### src/core/scp_consts.svh
// constants for the serial mode control port
`ifndef SCP_CONSTS_SVH
`define SCP_CONSTS_SVH
`define SCP_WORD_BITS 5'h10
`define SCP_MODE_CTRL_IDX 7'h31
`define SCP_MODE_CTRL_RESET 8'hC0
`define SCP_BIT_RESTORE 7
`define SCP_BIT_SYSRST 6
`define SCP_BIT_MODE_HI 5
`define SCP_BIT_MODE_LO 4
`define SCP_BIT_FORMAT 3
`define SCP_BIT_PDOWN 2
`define SCP_BIT_POLARITY 1
`define SCP_BIT_MUTE 0
`endif

### src/core/scp_pkg.sv
// types for the serial mode control port
package scp_pkg;
  typedef enum logic [2:0] {
    SCP_IDLE = 3'b001,
    SCP_SHIFT = 3'b010,
    SCP_WAIT = 3'b100
  } scp_state_t;
endpackage : scp_pkg

### src/core/scp_ctrl_port.sv
// serial mode control port: receives 16-bit words and holds the mode control register
`timescale 1ns/10ps
`include "scp_consts.svh"
module scp_ctrl_port (
  // clock and reset
  input wire logic clk,
  input wire logic reset_n,
  // serial control pins
  input wire logic ctrl_select_n,
  input wire logic ctrl_serial_clock,
  input wire logic ctrl_serial_data,
  // mode control fields
  output logic defaults_restore_n,
  output logic system_reset_n,
  output logic [1:0] interface_mode_sel,
  output logic data_format_sel,
  output logic power_down_req,
  output logic polarity_invert,
  output logic mute_req,
  // datapath controls
  output logic output_force_zero,
  output logic fade_out_req,
  output logic digital_clock_stop,
  output logic other_regs_reset,
  output logic mode_write_pulse
);
  import scp_pkg::*;

  // ****************************************
  // reset release and pin synchronisers
  // ****************************************
  logic [1:0] rst_sync_reg;
  logic rst_n;
  logic [2:0] pin_raw;
  logic [2:0] pin_sync;
  logic sclk_last_reg;
  logic sclk_last_next;

  // reset released through two flip-flops
  always_ff @(posedge clk or negedge reset_n) begin
    if (!reset_n) begin
      rst_sync_reg <= 2'h0;
    end else begin
      rst_sync_reg <= {rst_sync_reg[0], 1'b1};
    end
  end
  assign rst_n = rst_sync_reg[1];

  // pins gathered as select, clock, data
  assign pin_raw = {ctrl_select_n, ctrl_serial_clock, ctrl_serial_data};

  // two flip-flops per pin before any logic
  for (genvar g = 0; g < 3; g++) begin : g_pin_sync
    logic stage1_reg;
    logic stage2_reg;
    // idle high at reset so no false frame opens
    always_ff @(posedge clk or negedge rst_n) begin
      if (!rst_n) begin
        stage1_reg <= 1'b1;
        stage2_reg <= 1'b1;
      end else begin
        stage1_reg <= pin_raw[g];
        stage2_reg <= stage1_reg;
      end
    end
    assign pin_sync[g] = stage2_reg;
  end

  // serial clock level one cycle back
  always_comb begin
    sclk_last_next = pin_sync[1];
  end

  // edge history, reset high so release shows no rise
  always_ff @(posedge clk or negedge rst_n) begin
    if (!rst_n) begin
      sclk_last_reg <= 1'b1;
    end else begin
      sclk_last_reg <= sclk_last_next;
    end
  end

  logic sel_n_s;
  logic sdat_s;
  logic sclk_rise;
  // synchronised select and data
  assign sel_n_s = pin_sync[2];
  assign sdat_s = pin_sync[0];
  assign sclk_rise = pin_sync[1] & ~sclk_last_reg;

  // ****************************************
  // word receiver
  // ****************************************
  // receiver state, shifter, bit count, mode register, strobe
  scp_state_t state_reg, state_next;
  logic [15:0] shift_reg, shift_next;
  logic [4:0] count_reg, count_next;
  logic [7:0] mode_reg, mode_next;
  logic wr_reg, wr_next;
  logic last_bit;
  logic index_ok;

  assign last_bit = (count_reg == `SCP_WORD_BITS - 5'h01);
  // lead bit zero and index selects the mode register
  assign index_ok = (shift_reg[14] == 1'b0) && (shift_reg[13:7] == `SCP_MODE_CTRL_IDX);

  // next-state logic for receiver and mode register
  always_comb begin
    state_next = state_reg;
    shift_next = shift_reg;
    count_next = count_reg;
    mode_next = mode_reg;
    wr_next = 1'b0;
    unique case (state_reg)
      SCP_IDLE: begin
        if (!sel_n_s) begin
          state_next = SCP_SHIFT;
          count_next = 5'h00;
        end
      end
      SCP_SHIFT: begin
        if (sel_n_s) begin
          state_next = SCP_IDLE;
        end else if (sclk_rise) begin
          shift_next = {shift_reg[14:0], sdat_s};
          count_next = count_reg + 5'h01;
          if (last_bit) begin
            state_next = SCP_WAIT;
            if (index_ok) begin
              // latch after sixteenth clock, low byte
              mode_next = {shift_reg[6:0], sdat_s};
              wr_next = 1'b1;
            end
          end
        end
      end
      SCP_WAIT: begin
        // extra clocks ignored until select high
        if (sel_n_s) begin
          state_next = SCP_IDLE;
        end
      end
    endcase
    // restore bit low reloads defaults
    // a word landing this cycle wins; the reload follows one clock later
    if (!mode_reg[`SCP_BIT_RESTORE] && !wr_next) begin
      mode_next = `SCP_MODE_CTRL_RESET;
    end
  end

  always_ff @(posedge clk or negedge rst_n) begin
    if (!rst_n) begin
      state_reg <= SCP_IDLE;
      shift_reg <= 16'h0000;
      count_reg <= 5'h00;
      mode_reg <= `SCP_MODE_CTRL_RESET;
      wr_reg <= 1'b0;
    end else begin
      state_reg <= state_next;
      shift_reg <= shift_next;
      count_reg <= count_next;
      mode_reg <= mode_next;
      wr_reg <= wr_next;
    end
  end

  // ****************************************
  // field outputs and datapath controls
  // ****************************************
  // field decode of mode register
  assign defaults_restore_n = mode_reg[`SCP_BIT_RESTORE];
  assign system_reset_n = mode_reg[`SCP_BIT_SYSRST];

  // audio interface mode and format fields
  assign interface_mode_sel = mode_reg[`SCP_BIT_MODE_HI:`SCP_BIT_MODE_LO];
  assign data_format_sel = mode_reg[`SCP_BIT_FORMAT];

  // power-down request and mute fields
  assign power_down_req = mode_reg[`SCP_BIT_PDOWN];
  assign mute_req = mode_reg[`SCP_BIT_MUTE];

  // polarity straight from register, no delay
  assign polarity_invert = mode_reg[`SCP_BIT_POLARITY];

  // system reset forces zero now, no fade
  assign output_force_zero = ~mode_reg[`SCP_BIT_SYSRST];

  assign fade_out_req = mode_reg[`SCP_BIT_PDOWN] | mode_reg[`SCP_BIT_MUTE];
  // clock stop and other registers reset
  assign digital_clock_stop = mode_reg[`SCP_BIT_PDOWN] | ~mode_reg[`SCP_BIT_SYSRST];
  assign other_regs_reset = mode_reg[`SCP_BIT_PDOWN] | ~mode_reg[`SCP_BIT_SYSRST];

  // one-cycle strobe for each accepted word
  assign mode_write_pulse = wr_reg;
endmodule : scp_ctrl_port

### config.mk
export PLATFORM = sky130hd
export DESIGN_NAME = scp_ctrl_port
export DESIGN_NICKNAME = d
export VERILOG_FILES = /design/src/core/scp_pkg.sv /design/src/core/scp_ctrl_port.sv
export VERILOG_INCLUDE_DIRS = /design/src /design/src/core
export SDC_FILE = /design/constraint.sdc
export NUM_CORES = 1
export LEC_CHECK = 0
export ABC_AREA = 1
export BUFFER_PORTS_ARGS = -buffer_cell sky130_fd_sc_hd__buf_2
export CAP_MARGIN = 25
export CORE_MARGIN = 4
export CORE_UTILIZATION = 50
export CTS_CLUSTER_DIAMETER = 100
export CTS_CLUSTER_SIZE = 12
export DETAILED_ROUTE_END_ITERATION = 12
export HOLD_SLACK_MARGIN = 0.1
export PLACE_DENSITY = 0.78
export SYNTH_ARGS = -nofsm -noshare
export SYNTH_HDL_FRONTEND = slang
export SYNTH_SLANG_ARGS = --single-unit
### constraint.sdc
create_clock -name clk -period 1.65 [get_ports clk]
set_input_delay 0.0825 -clock clk [delete_from_list [all_inputs] [get_ports clk]]
set_output_delay 0.0825 -clock clk [all_outputs]
set_load 0.01 [all_outputs]
==> out/results.txt, run 1 <==
layout cells sized above 1: 28.8%
Yosys top cell area share: 43.8%
Hold Violations, Final: 0
post-synthesis sequential area ratio: 58.6%
Max Freq: 647 MHz
Synth cell types: 27
Overflow after GRT: 0
worst r2r src: count_reg[1]$_DFFE_PN0P_
Die ar.: 4560 um2
crit path time final: 1550 ps
register bit total from synthesis: 41
final net count: 218
leak pwr: 1.11 nW
Setup Crit Path Kind: reg -> reg
Longest Clk Path Bufs: 2
status: finished, final reports clean
Clock Root Buffer: clkbuf_4
pre-CTS setup slack: 73.8 ps
Simple-Gate Fraction of Synth Area: 28.4%
CP max stage cell: dfrtp_1
later-pin clock latency in the skew report: 360 ps
wire per inst: 11.5 um
fin area: 2060 um2
final worst slack: 105 ps
first-pass GRT wire length: 5150 um
post-synthesis compound-gate area fraction: 4.45%
Area Growth Syn to Fin: 16.2%
top layer in use: met4
Mapped Cells: 183
Mean Syn Cell Area: 9.69 um2
clock sinks: 41
DIE WIDTH: 67.5 um
IR drop worst, VDD: 0.658 mV
synth warn: 0
post-detail-place hpwl: 2090 um
WL met2: 1420 um
Vias: 1249
H-tree depth: 2
clk_skew: 10.8 ps
number of global-route vias before repair: 1168
routed wl met3: 175 um
mux share of post-synthesis cell area: 0%
fill count: 273
Reg2Reg Depth: 9
Residual DRC: 0
critical path fanouts, max: 8
slew at the pin with the worst max-slew slack: 527 ps
initial antenna violation count: 0
Initial Util: 52.3%
Antenna Violating Nets Remaining: 0
max reg flops: 15
CTS buffer count: 5
area occupied by multi-input gates: 637 um2
clock slew at reported path FFs: 120 ps
Crit path arrival time: 1810 ps
synthesized area: 1770 um2
CTS tree: yes
M1 WL: 1310 um
Slew Limit Fails: 0
Worst Path Buf+Inv: 0
routability cong.: 0.737
syn nets: 190
Synth area leaders: dfrtp_1 44%, dfstp_2 15%, nand2_1 14%
instance count on the critical path: 9
Relative slew margins: 64.8%
Worst R2R Setup Slack: 100 ps
Port-buffer cells: 17
largest net degree at the start of global routing: 29
dpl cell area: 1900 um2
row cnt: 21
Max-Cap Viols: 0
Critical R2R Capture: mode_reg[5]$_DFFE_PN0P_
CP Data Required Time: 1910 ps
total core area: 3390 um2
Ports: 18
CP endpoint: mode_reg[5]$_DFFE_PN0P_
largest family of logic cells by synthesized area: simple AND/OR/NAND/NOR gates
post-CTS setup buffer count: 0
Die Ht: 67.5 um
final setup fails: 0
Ant. Diodes: 0
FF+latch area: 1040 um2
start point of the critical path: count_reg[1]$_DFFE_PN0P_
Hold Path Class: reg -> async
Crit path largest cell delay: 410 ps
DR pass1 iterations: 4
Synth Area in XOR/XNOR: 0.494%
GR Util All Layers: 15.5%
DRT iter0 DRCs: 56
total power: 2.46 mW
part of the cycle the worst path needs: 93.7%
Post-Synth Adder-Cell Area: 1.41%
crit start category: flop
Critical Path Sink Type: flop
via/cell ratio: 4.84
CP cell instances: ha_2, nand2_1, nor2_2, ha_2, nand3_2, nor2_4, nand2_4, nand3_1, nand2_1
largest area contributor in the netlist: dfrtp_1
total routed wirelength: 2970 um
pwr dens: 1200 nW/um2
crit-path leading delay family: simple AND/OR/NAND/NOR gates
[metrics by stage]
step	cells	hold WS (ps)	util [%]	setup TNS, ps
2_1_floorplan	183	-213	-	0
5_1_grt	258	248	60.8	-72.9
3_3_place_gp	245	-132	56.1	0
4_1_cts	258	221	60.2	0
6_report	258	208	60.8	0
3_5_place_dp	245	-130	56.1	0
[synthesized netlist by cell type, drive strengths merged]
library cell,number
xnor2,1
conb,1
nand4,3
o21ai,9
or2,2
dfrtp,31
buf,4
dfstp,10
nand2,69
nor2,15
o22ai,2
ha,2
nand3,18
inv,16
[layout by cell type, fill, tap and decap left out, drive strengths merged, types with 2 or more instances in the layout]
| master | Yosys | routed |
|---|---|---|
| buf | 4 | 20 |
| clkbuf | 0 | 6 |
| dfrtp | 31 | 31 |
| dfstp | 10 | 10 |
| dlygate4sd3 | 0 | 5 |
| ha | 2 | 2 |
| inv | 16 | 16 |
| nand2 | 69 | 69 |
| nand3 | 18 | 18 |
| nand4 | 3 | 3 |
| nor2 | 15 | 15 |
| o21ai | 9 | 9 |
| o22ai | 2 | 2 |
| or2 | 2 | 2 |
[cell type report]
cell class / instances / share of cell area, %
flip-flops and latches: 41 / 50.4
inverters: 16 / 3.16
multi-input cells: 122 / 30.9
repair buffers: 25 / 8.44
clock inverters: 2 / 1.82
well taps: 46 / 2.79
clock buffers: 6 / 2.49
[worst min-delay path by stage]
stage                     slack, ps                       from  cells past startpoint                         to
after global routing            250  rst_sync_reg[1]$_DFF_PN0_                      0  shift_reg[10]$_DFFE_PN0P_
final                           210  rst_sync_reg[1]$_DFF_PN0_                      0   shift_reg[9]$_DFFE_PN0P_
after CTS                       220  rst_sync_reg[1]$_DFF_PN0_                      0   shift_reg[9]$_DFFE_PN0P_
after global placement         -130                    reset_n                      1  rst_sync_reg[0]$_DFF_PN0_
after floorplan                -210                    reset_n                      0  rst_sync_reg[0]$_DFF_PN0_
after detailed placement       -130                    reset_n                      1  rst_sync_reg[0]$_DFF_PN0_
[logic make-up (layout without fill, tap and decap cells)]
family,Yosys count,after routing
AND/OR/NAND/NOR,107,107
XOR/XNOR,1,1
adder cells (fa/ha/maj),2,2
other,1,1
flip-flops,41,41
buffers and inverters,20,49
AO/OA/AOI/OAI,11,11
[metal layers]
layer / up-vias / GRT usage (%)
met5: - / 0
met4: 0 / 8.35
met3: 7 / 5.99
met2: 30 / 23.1
met1: 582 / 19.5
li1: 630 / -
[power breakdown]
group | internal [mW] | leakage (nW) | switching, mW
logic | 0.190 | 0.545 | 0.297
registers | 1.15 | 0.524 | 0.143
clock network | 0.360 | 0.0445 | 0.325
total | 1.70 | 1.11 | 0.766
[what timing repair did]
action	4_1_cts	5_1_grt
setup endpoints to repair	0	7
hold endpoints to repair	5	0
hold buffers	5	0
resized for setup	0	6
(Power assumes the default switching activity.)
==> inputs of run 2 (changes only) <==
--- a/config.mk
+++ b/config.mk
@@ -16,6 +16,8 @@
 export DETAILED_ROUTE_END_ITERATION = 12
 export HOLD_SLACK_MARGIN = 0.1
 export PLACE_DENSITY = 0.78
+export RECOVER_POWER = 50
+export SETUP_SLACK_MARGIN = 0.4
 export SYNTH_ARGS = -nofsm -noshare
 export SYNTH_HDL_FRONTEND = slang
 export SYNTH_SLANG_ARGS = --single-unit
==> run 2 against run 1 <==
  * Design area is 16% higher
  * Register-to-register slack hardly changed
  * Wire length is 18% higher
  * Critical path type unchanged
  * Highest routed layer unchanged
==> out/results.txt, run 2 (synthesis gave the netlist of run 1 again) <==
status: finished, final reports clean
total routed wirelength: 3510 um
commonest non-fill, non-tap cell in the layout: nand2_1
Crit path largest cell delay: 370 ps
row cnt: 21
Longest Clk Path Bufs: 2
first-pass GRT wire length: 5520 um
worst hold margin: 147 ps
wire per inst: 12.7 um
WL met2: 1720 um
RSZ-0062 raised after global routing: true
Final Util: 70.8%
final net count: 236
CTS buffer count: 5
crit start category: flop
GR Util All Layers: 16.4%
fill count: 230
Die Ht: 67.5 um
routed wl met3: 172 um
part of the cycle the worst path needs: 93.9%
final worst slack: 101 ps
critical path fanouts, max: 5
instance count on the critical path: 9
CTS tree: yes
initial antenna violation count: 0
DR pass1 iterations: 4
later-pin clock latency in the skew report: 350 ps
IR drop worst, VDD: 0.763 mV
Port-buffer cells: 17
crit path time final: 1550 ps
Area Growth Syn to Fin: 35.4%
largest net degree at the start of global routing: 30
Clock Root Buffer: clkbuf_4
M1 WL: 1500 um
Worst Path Buf+Inv: 1
number of non-filler instances in the completed layout: 276
DRT iter0 DRCs: 61
Hold Violations, Final: 0
max reg flops: 15
Reg2Reg Depth: 9
CP Data Required Time: 1940 ps
most frequent cells in the layout: 45 x nand2_1, 30 x dfrtp_1, 15 x nand2_2
Residual DRC: 0
layout cells sized above 1: 46.5%
Ports: 18
total core area: 3390 um2
top layer in use: met4
leak pwr: 1.28 nW
Max Freq: 645 MHz
number of global-route vias before repair: 1272
CP cell instances: ha_2, nand2_1, nor2_1, ha_2, nand3_4, nor2_4, buf_4, nand3_1, nand2_1
Critical Path Sink Type: flop
H-tree depth: 2
CP max stage cell: dfrtp_1
start point of the critical path: count_reg[0]$_DFFE_PN0P_
crit-path leading delay family: simple AND/OR/NAND/NOR gates
Max-Cap Viols: 0
Hold Path Class: reg -> async
Overflow after GRT: 0
TNS Setup: 0 ps
clk_skew: 14.5 ps
Ant. Diodes: 0
Antenna Violating Nets Remaining: 0
DIE WIDTH: 67.5 um
worst r2r src: count_reg[0]$_DFFE_PN0P_
final setup fails: 0
slew at the pin with the worst max-slew slack: 693 ps
dpl cells: 244
area occupied by multi-input gates: 830 um2
routability cong.: 0.805
pwr dens: 1130 nW/um2
Setup Crit Path Kind: reg -> reg
pre-CTS setup slack: 87.5 ps
post-detail-place hpwl: 1930 um
clock slew at reported path FFs: 110 ps
FF+latch area: 1040 um2
Relative slew margins: 53.8%
Slew Limit Fails: 0
Die ar.: 4560 um2
clock sinks: 41
Initial Util: 52.3%
via/cell ratio: 5.04
Vias: 1392
Crit path arrival time: 1840 ps
## run 2: cell types whose count changed in the layout (fill, tap and decap cells not counted), sizes merged
cell,change
buf,+13
clkinv,+1
clkinvlp,-1
clkbuf,+2
nand2,+3
## run 2: stage by stage
step / power [mW] / instance area [um2]
after detailed placement: 1.78 / 1910
final: 2.72 / 2400
after global placement: 1.77 / 1910
after CTS: 2.57 / 2220
after global routing: 2.88 / 2400
after floorplan: 1.69 / 1790
## run 2: metal layers
layer	up-vias	global-route usage, %
met5	-	0
met4	0	5.57
met3	13	5.49
met2	42	26.0
met1	664	21.0
li1	673	-
## run 2: worst register-to-register path, stage by stage, from the launching register on
cell	delay [ps]
dfrtp_1	370
ha_2	180
nand2_1	60
nor2_1	130
ha_2	210
nand3_4	80
nor2_4	160
buf_4	140
nand3_1	90
nand2_1	80
## run 2: worst paths after layout
check,end,slack (ps)
setup / recovery,mode_reg[0]$_DFFE_PN0P_,100
hold / removal,shift_reg[11]$_DFFE_PN0P_,150
setup reg to reg,mode_reg[0]$_DFFE_PN0P_,100
hold reg to reg,shift_reg[11]$_DFFE_PN0P_,150
max in group asynchronous,state_reg[2]$_DFFE_PN0P_,470
min in group clk,g_pin_sync[2].stage2_reg$_DFF_PN1_,360
## run 2: area by class of cell
class / instances / area share, %
clock buffers: 7 / 2.29
clock inverters: 1 / 1.25
inverters: 16 / 3.23
multi-input cells: 125 / 34.6
flip-flops and latches: 41 / 43.3
well taps: 46 / 2.40
repair buffers: 39 / 12.5
repair inverters: 1 / 0.469
## run 2: timing repair
item,CTS,global route
endpoints found under the setup margin,35,36
buffers inserted,6,9
resized for setup,23,34
endpoints found under the hold margin,5,0
cloned,3,1
pin swaps,11,19
hold buffers,5,0
## run 2: power breakdown
part / leakage [nW] / total, mW / switching, mW / internal (mW)
logic: 0.709 / 0.739 / 0.453 / 0.285
registers: 0.522 / 1.31 / 0.155 / 1.15
clock network: 0.0455 / 0.672 / 0.310 / 0.362
